File: config.mk
export PLATFORM = sky130hd
export DESIGN_NAME = occ_control
export DESIGN_NICKNAME = d
export VERILOG_FILES = /design/src/occ_pkg.sv /design/src/occ_control.sv
export VERILOG_INCLUDE_DIRS = /design/src
export SDC_FILE = /design/constraint.sdc
export NUM_CORES = 1
export LEC_CHECK = 0
export ABC_CLOCK_PERIOD_IN_PS = 1900
export BUFFER_PORTS_ARGS = -buffer_cell sky130_fd_sc_hd__buf_2
export CORE_MARGIN = 2
export CORE_UTILIZATION = 35
export DETAILED_ROUTE_END_ITERATION = 8
export PLACE_DENSITY = 0.8
export SLEW_MARGIN = 20
export SYNTH_ARGS = -nofsm -noshare
export SYNTH_HDL_FRONTEND = slang
export SYNTH_SLANG_ARGS = --single-unit
File: constraint.sdc
create_clock -name pclk -period 1.9 [get_ports pclk]
set_input_delay 0.475 -clock pclk [delete_from_list [all_inputs] [get_ports pclk]]
set_output_delay 0.475 -clock pclk [all_outputs]
set_load 0.02 [all_outputs]
File: src/occ_map.svh
`ifndef OCC_MAP_SVH
`define OCC_MAP_SVH

// register indices; byte address is four times the index
`define OCC_CTL_IDX 12'hf86
`define OCC_STAT_IDX 12'hf87

`define OCC_CTL_RESET 8'ha0

// control register fields
`define OCC_BIT_INT 7
`define OCC_BIT_XTL 6
`define OCC_BIT_WDT 5
`define OCC_BIT_PFD 4
`define OCC_BIT_WFD 3
`define OCC_SEL_HI 2
`define OCC_SEL_LO 0

// status register fields
`define OCC_STAT_OPEN 0
`define OCC_STAT_ARMED 1
`define OCC_STAT_HALT 2

// unlock keys
`define OCC_KEY_FIRST 8'he7
`define OCC_KEY_SECOND 8'h18

// clock source select codes
`define OCC_SRC_INT 3'h0
`define OCC_SRC_XTL 3'h1
`define OCC_SRC_WDT 3'h2

`endif

File: src/occ_pkg.sv
package occ_pkg;

	// gray along locked -> armed -> open
	typedef enum logic [1:0] {
		occ_locked = 2'b00,
		occ_armed = 2'b01,
		occ_open = 2'b11
	} occ_lock_type;

	typedef struct packed {
		logic [7:0] ctl;
		occ_lock_type lock;
		logic halted;
	} occ_state_type;

endpackage : occ_pkg

File: src/occ_control.sv
`timescale 1ns/1ns
`include "occ_map.svh"

module occ_control #(
	parameter int AW = 14
) (
	input wire logic pclk,
	input wire logic presetn,
	input wire logic clk_en,
	input wire logic psel,
	input wire logic penable,
	input wire logic pwrite,
	input wire logic [AW-1:0] paddr,
	input wire logic [31:0] pwdata,
	output logic [31:0] prdata,
	output logic pready,
	output logic pslverr,
	output logic internal_osc_on,
	output logic crystal_osc_on,
	output logic watchdog_osc_on,
	output logic primary_fail_detect_on,
	output logic watchdog_fail_detect_on,
	output logic [2:0] system_clock_source_select,
	output logic crystal_pin_a_override,
	output logic crystal_pin_b_override,
	output logic device_halted
);

	////////////////////////////////////////////////////////////////////////////////
	// address decode

	function automatic logic [AW-1:0] byte_addr(input logic [11:0] idx);
		byte_addr = AW'({idx, 2'b00});
	endfunction : byte_addr

	occ_pkg::occ_state_type state;
	occ_pkg::occ_state_type next_state;

	logic access;
	logic hit_ctl;
	logic hit_stat;
	logic wr_ctl;
	logic [7:0] wbyte;
	logic all_off;

	assign hit_ctl = (paddr == byte_addr(`OCC_CTL_IDX));
	assign hit_stat = (paddr == byte_addr(`OCC_STAT_IDX));
	assign access = psel && penable && clk_en;
	assign wr_ctl = access && pwrite && hit_ctl && !state.halted;
	assign wbyte = pwdata[7:0];

	// nothing left that could run or recover the clock
	assign all_off = !state.ctl[`OCC_BIT_INT] && !state.ctl[`OCC_BIT_XTL]
		&& !state.ctl[`OCC_BIT_WDT] && !state.ctl[`OCC_BIT_PFD]
		&& !state.ctl[`OCC_BIT_WFD];

	////////////////////////////////////////////////////////////////////////////////
	// next state

	always_comb begin
		next_state = state;
		if (all_off) begin
			next_state.halted = 1'b1;
		end
		if (wr_ctl) begin
			case (state.lock)
				occ_pkg::occ_locked: begin
					if (wbyte == `OCC_KEY_FIRST) begin
						next_state.lock = occ_pkg::occ_armed;
					end else begin
						next_state.lock = occ_pkg::occ_locked;
					end
				end
				occ_pkg::occ_armed: begin
					if (wbyte == `OCC_KEY_SECOND) begin
						next_state.lock = occ_pkg::occ_open;
					end else begin
						next_state.lock = occ_pkg::occ_locked;
					end
				end
				occ_pkg::occ_open: begin
					next_state.ctl = wbyte;
					next_state.lock = occ_pkg::occ_locked;
				end
				default: begin
					next_state.lock = occ_pkg::occ_locked;
				end
			endcase
		end
	end

	always_ff @(posedge pclk or negedge presetn) begin
		if (!presetn) begin
			state.ctl <= `OCC_CTL_RESET;
			state.lock <= occ_pkg::occ_locked;
			state.halted <= 1'b0;
		end else if (clk_en) begin
			state <= next_state;
		end
	end

	////////////////////////////////////////////////////////////////////////////////
	// oscillator controls

	assign internal_osc_on = state.ctl[`OCC_BIT_INT] && !state.halted;
	assign crystal_osc_on = state.ctl[`OCC_BIT_XTL] && !state.halted;
	assign watchdog_osc_on = state.ctl[`OCC_BIT_WDT] && !state.halted;
	assign primary_fail_detect_on = state.ctl[`OCC_BIT_PFD] && !state.halted;
	assign watchdog_fail_detect_on = state.ctl[`OCC_BIT_WFD] && !state.halted;
	assign system_clock_source_select = state.ctl[`OCC_SEL_HI:`OCC_SEL_LO];
	// crystal takes both pins away from the port logic
	assign crystal_pin_a_override = crystal_osc_on;
	assign crystal_pin_b_override = crystal_osc_on;
	assign device_halted = state.halted;

	////////////////////////////////////////////////////////////////////////////////
	// bus answer

	assign pready = clk_en;
	assign pslverr = access && !hit_ctl && !hit_stat;

	always_comb begin
		prdata = 32'h0000_0000;
		if (hit_ctl) begin
			prdata[7:0] = state.ctl;
		end else if (hit_stat) begin
			prdata[`OCC_STAT_OPEN] = (state.lock == occ_pkg::occ_open);
			prdata[`OCC_STAT_ARMED] = (state.lock == occ_pkg::occ_armed);
			prdata[`OCC_STAT_HALT] = state.halted;
		end
	end
endmodule : occ_control

# After elaboration in Yosys (flattened, before gate mapping)
# Index checks and enable logic that the tools add are counted.
[classes]
n_addsub = 0
n_mul = 0
div_mod_pow = 0
magnitude_cmp = 0
n_eq_ne = 6
n_shift = 0
mux = 6
bitwise = 0
reduce_logical = 28
[ops]
columns = ["op", "n"]
rows = [
  ["$eq 14x14->1 const B", 2],
  ["$logic_and 1x1->1", 16],
  ["$eq 8x5->1 const B", 1],
  ["$eq 8x8->1 const B", 1],
  ["$logic_not 1->1", 8],
  ["$mux 3", 2],
  ["$mux 5", 1],
  ["$pmux 2 s2", 1],
  ["$reduce_and 2->1", 2],
  ["$reduce_and 3->1", 1],
  ["$eq 2x1->1 const B", 1],
  ["$eq 2x2->1 const B", 1],
  ["$logic_not 2->1", 1],
  ["$mux 2", 1],
  ["$mux 1", 1],
]
[word_totals]
reg_bits = 11
latchBits = 0
ram_bits = 0
romBits = 0
word_cells = 43
mem_count = 0

# Longest topological paths before layout
[depth]
ltp_word = 6
mapped_depth = 5
depth_no_buf = 4

# Worst setup path after synthesis
# OpenSTA, ideal clock, no wires.
[synth_timing]
path_kind = "input to output"
startpoint = "input paddr[5]"
endpoint = "output prdata[0]"
arrival_ps = 1457
required_ps = 1425
setup_slack_ps = -32
stages = 4
path_buffers = 0
cell_sequence = "nor4b_4 > nand4_1 > nor3_1 > a32o_1"
[synth_between]
elab_chain_cells = 3
elab_cells_between_ends = 4
[synth_lines]
columns = ["item", "line_no", "source"]
rows = [
  ["start: declaration", "occ_control.sv:13", "input wire logic [AW-1:0] paddr,"],
  ["$eq 14x14->1", "occ_control.sv:47", "assign hit_stat = (paddr == byte_addr(`OCC_STAT_IDX));"],
  ["$mux 3", "occ_control.sv:126", "end else if (hit_stat) begin"],
  ["$mux 3 (*)", "occ_control.sv:124", "if (hit_ctl) begin"],
  ["end: declaration", "occ_control.sv:15", "output logic [31:0] prdata,"],
]
# Mark *: on every way between the ends. The rest lies on a longest branch, timed or not.

# Final worst setup path
[layout_timing]
startpoint = "input paddr[7]"
endpoint = "output prdata[1]"
# The elaborated chain is that of the path after synthesis.

==> results.md <==
GRT:
- Entering global routing, the biggest net connects 12 pins.
- The via count of the first global-routing pass is 792.
- The initial antenna violation count is 0.
- The wire length of the first global-routing pass is 3650 um.
- The all-layer global routing usage is 0.149.
- The global route total overflow is 0.

Logic synthesis:
- The total of flip-flops plus latches after synthesis is 11.
- The total of warnings raised by yosys is 0.
- The synthesized area divided by synthesized cell count is 10.2 um2.
- In this run the cell area of the synthesized design comes to 928 um2.
- The number of standard cells after synthesis is 91.
- The netlist uses 27 different library cells.
- The part of the Yosys area used for sequential elements is 0.299.

Timing:
- The maximum clock frequency is 0.483 GHz.
- In the final timing run, aggregate negative setup slack is -1330 ps.
- The final period utilization is 1.09.
- The shortest period the worst path allows is 2070 ps.
- Setup repair after global routing could not meet its margin everywhere.
- The setup slack of the critical path after layout is -171 ps.
- The maximum clock skew at final layout is 0.965 ps.
- The max-slew violation count is 0.
- Setup violations remaining at the end of the flow were counted as 9.
- The count of final hold-check violations is 0.

Routing:
- The average wire per standard cell is 12.8 um.
- The total number of vias is 810.
- In the routed layout, each cell is associated on average with a via count of 4.68.
- The number of DRC markers after the initial detailed-route iteration is 13.
- The DRC violation count after routing is 0.
- The number of iterations in the first detailed-routing pass is 4.
- After detailed routing, the total wire length is 2220 um.
- The detail route stage leaves a number of antenna-violating nets equal to 0.

Die:
- The die extent in y is 55.5 um.
- The floorplan has 18 rows.
- In this run the count of I/O pins placed on the die edge is 97.
- The floorplan core area is 2500 um2.
- The floorplan step defined a die boundary enclosing 3080 um2.
- The starting density of the core is 0.371.
- In this run the horizontal extent of the chip is 55.5 um.

Worst setup path:
- In this run the critical register-to-register path is launched from device_halted.
- The data required time at the worst endpoint is 1420 ps.
- The critical path goes through buf_6, nor4b_4, buf_4, and4bb_4, a22o_1, buf_6.
- The critical path start-end classification is input pin to output pin.
- The reg-to-reg setup timing slack is 430 ps.
- The category of the worst setup path launch point is an input pin.
- The endpoint identified for the worst register-to-register timing path is system_clock_source_select[1].
- At the worst endpoint, the arrival time is 1600 ps.
- The peak per-stage delay on the critical path is 290 ps.
- Of all nets on the critical path, the largest fanout is 6.
- The library cell appearing most often on the critical path is sky130_fd_sc_hd__buf_6.
- The cell count of the worst reg-to-reg path is 3.
- For this design, the slowest cell found on the critical path is sky130_fd_sc_hd__nor4b_4.
- The critical path capture point type is an output pin.

Job:
- The number of maximum-capacitance constraint violations is 0.

Layout:
- Compared with the post-synthesis result, the final layout area differs by 34.2%.
- The number of nets in the finished design is 196.
- The count of non-filler cells in the finished layout is 173.
- The antenna diode count is 0.
- With fillers left out, the area of the finished cells amounts to 1250 um2.
- Of the cells placed in the final design, the portion with a size suffix greater than 1 is 0.594.

Clocking:
- The deepest level of the CTS H-tree is 1.
- The number of buffers created by CTS is 3.
- The clock tree buffer depth is 2.
- The clock insertion delay at the later pin of the skew report is 270 ps.
- The clock sink count is 11.
- After clock tree synthesis, the clock-pin slew on the worst setup and hold paths is 70 ps.
- Hold repair after CTS inserted 0 buffers.
- The clock root buffer master is sky130_fd_sc_hd__clkbuf_4.
- The CTS tree is done.

Hold path:
- The class of the tightest hold or removal check is input pin to asynchronous set/reset pin.

Place:
- The total placed cells including tap cells is 163.
- The number of buffer cells added on primary ports is 48.
- The last weighted congestion value of the routability-driven placer is 0.775.
- The placement-stage cell area is 1070 um2.

Pwr:
- Across the VDD grid, the largest voltage drop is 323 uV.
- Power comes to 0.000499 W.
- Summed over all cells, the static leakage comes to 0.674 nW.
- The power per standard cell area is 401 nW/um2.

Outcome:
- The checks that failed: negative setup slack.
- The run finished, with violations left.
[how the worst max path moves through the flow]
stage                           end  cells after the start     start  slack [ps]
after floorplan             pslverr                      4  paddr[9]         -20
after global placement    prdata[0]                      7  paddr[5]        -200
after detailed placement  prdata[1]                      5  paddr[1]        -220
after CTS                 prdata[0]                      7  paddr[6]        -200
after global routing      prdata[1]                      6  paddr[7]        -250
final                     prdata[1]                      6  paddr[7]        -170
[worst max-delay path, delay by kind of cell]
family                 cells  cell delay, ps
and+or+nand+nor            2             580
buffers and inverters      3             380
AOI/OAI and AO/OA          1             170
[Yosys cell counts (all sizes together)]
library cell   n  share of area
a31o           1         0.0094
inv            2         0.0081
dfrtp          9           0.24
conb           1         0.0040
buf           31           0.25
nand2          1          0.012
nor3b          1          0.013
nor2           2         0.0081
nor4b          5          0.063
nor4           1         0.0067
nor3           2          0.011
nor2b          5          0.034
and4bb         1          0.018
a22o           2          0.019
nand4          3          0.036
or2b           1         0.0081
a32o           1          0.011
nand4b         1         0.0094
and2           5          0.034
nand3          3          0.016
o21ai          1         0.0054
mux2i          1          0.011
mux2           9           0.11
dfstp          2          0.057
[layout by cell type (no fill, tap or decap)]
cell type,count
sky130_fd_sc_hd__inv_1,2
sky130_fd_sc_hd__buf_2,37
sky130_fd_sc_hd__nor4b_1,3
sky130_fd_sc_hd__conb_1,24
sky130_fd_sc_hd__nand4_1,2
sky130_fd_sc_hd__a32o_2,1
sky130_fd_sc_hd__nor4_1,1
sky130_fd_sc_hd__nand4_4,1
sky130_fd_sc_hd__a22o_1,2
sky130_fd_sc_hd__buf_4,9
sky130_fd_sc_hd__nor2_1,2
sky130_fd_sc_hd__nor4b_4,2
sky130_fd_sc_hd__clkinv_2,1
sky130_fd_sc_hd__buf_6,9
sky130_fd_sc_hd__o21ai_0,1
sky130_fd_sc_hd__dfstp_2,2
sky130_fd_sc_hd__mux2_2,9
sky130_fd_sc_hd__mux2i_1,1
sky130_fd_sc_hd__nor3b_2,1
sky130_fd_sc_hd__dfrtp_1,9
sky130_fd_sc_hd__a31o_2,1
sky130_fd_sc_hd__and2_1,1
sky130_fd_sc_hd__nand4b_1,1
sky130_fd_sc_hd__and2_4,4
sky130_fd_sc_hd__nor3_2,2
sky130_fd_sc_hd__and4bb_2,1
sky130_fd_sc_hd__nand3_1,3
sky130_fd_sc_hd__nor2b_1,5
sky130_fd_sc_hd__or2b_1,1
sky130_fd_sc_hd__nand2_4,1
sky130_fd_sc_hd__and4bb_4,1
sky130_fd_sc_hd__clkbuf_4,3
[sequential cells by signal, summed over array words and instances, names as in the netlist]
name / cells
device_halted: 1
system_clock_source_select: 3
state: 7
[stage by stage]
stage               setup WS, ps  hold slack (ps)   util
floorplan                  -17.5              179      -
global placement            -202              346  0.429
detailed placement          -218              352  0.429
CTS                         -205             58.5  0.487
global route                -253             57.7  0.498
finish                      -171             52.1  0.498
[area by class of cell]
| cell class | instances | area (um2) |
|---|---|---|
| repair buffers | 55 | 354 |
| clock buffers | 3 | 22.5 |
| clock inverters | 1 | 5.00 |
| multi-input cells | 71 | 542 |
| fillers | 254 | 1250 |
| inverters | 2 | 7.51 |
| flip-flops and latches | 11 | 278 |
| well taps | 30 | 37.5 |
[where the power goes]
| part | switching (W) | internal, W | total (W) |
|---|---|---|---|
| combinational | 0.0000714 | 0.0000332 | 0.000105 |
| sequential | 0.000000000915 | 0.000234 | 0.000234 |
| clock | 0.0000827 | 0.0000780 | 0.000161 |
| total | 0.000154 | 0.000345 | 0.000499 |
[cell families after synthesis]
logic type / share of synthesized area
buffers and inverters: 0.263
and+or+nand+nor: 0.270
DFF: 0.299
muxes: 0.120
AOI/OAI and AO/OA: 0.0445
other: 0.00404
[timing repair]
action                     4_1_cts  5_1_grt
setup endpoints to repair        9        9
buffers inserted                 3        2
pin swaps                       10        3
cloned                           1        0
gates resized for setup         23        3
[layer usage]
metal / up-vias / routed length, um / global-route usage
met5: - / 0 / 0
met4: 0 / 0 / 0.0453
met3: 0 / 206 / 0.0258
met2: 58 / 1140 / 0.272
met1: 377 / 872 / 0.174
li1: 375 / - / -
Power figures use the tool's default switching activity.
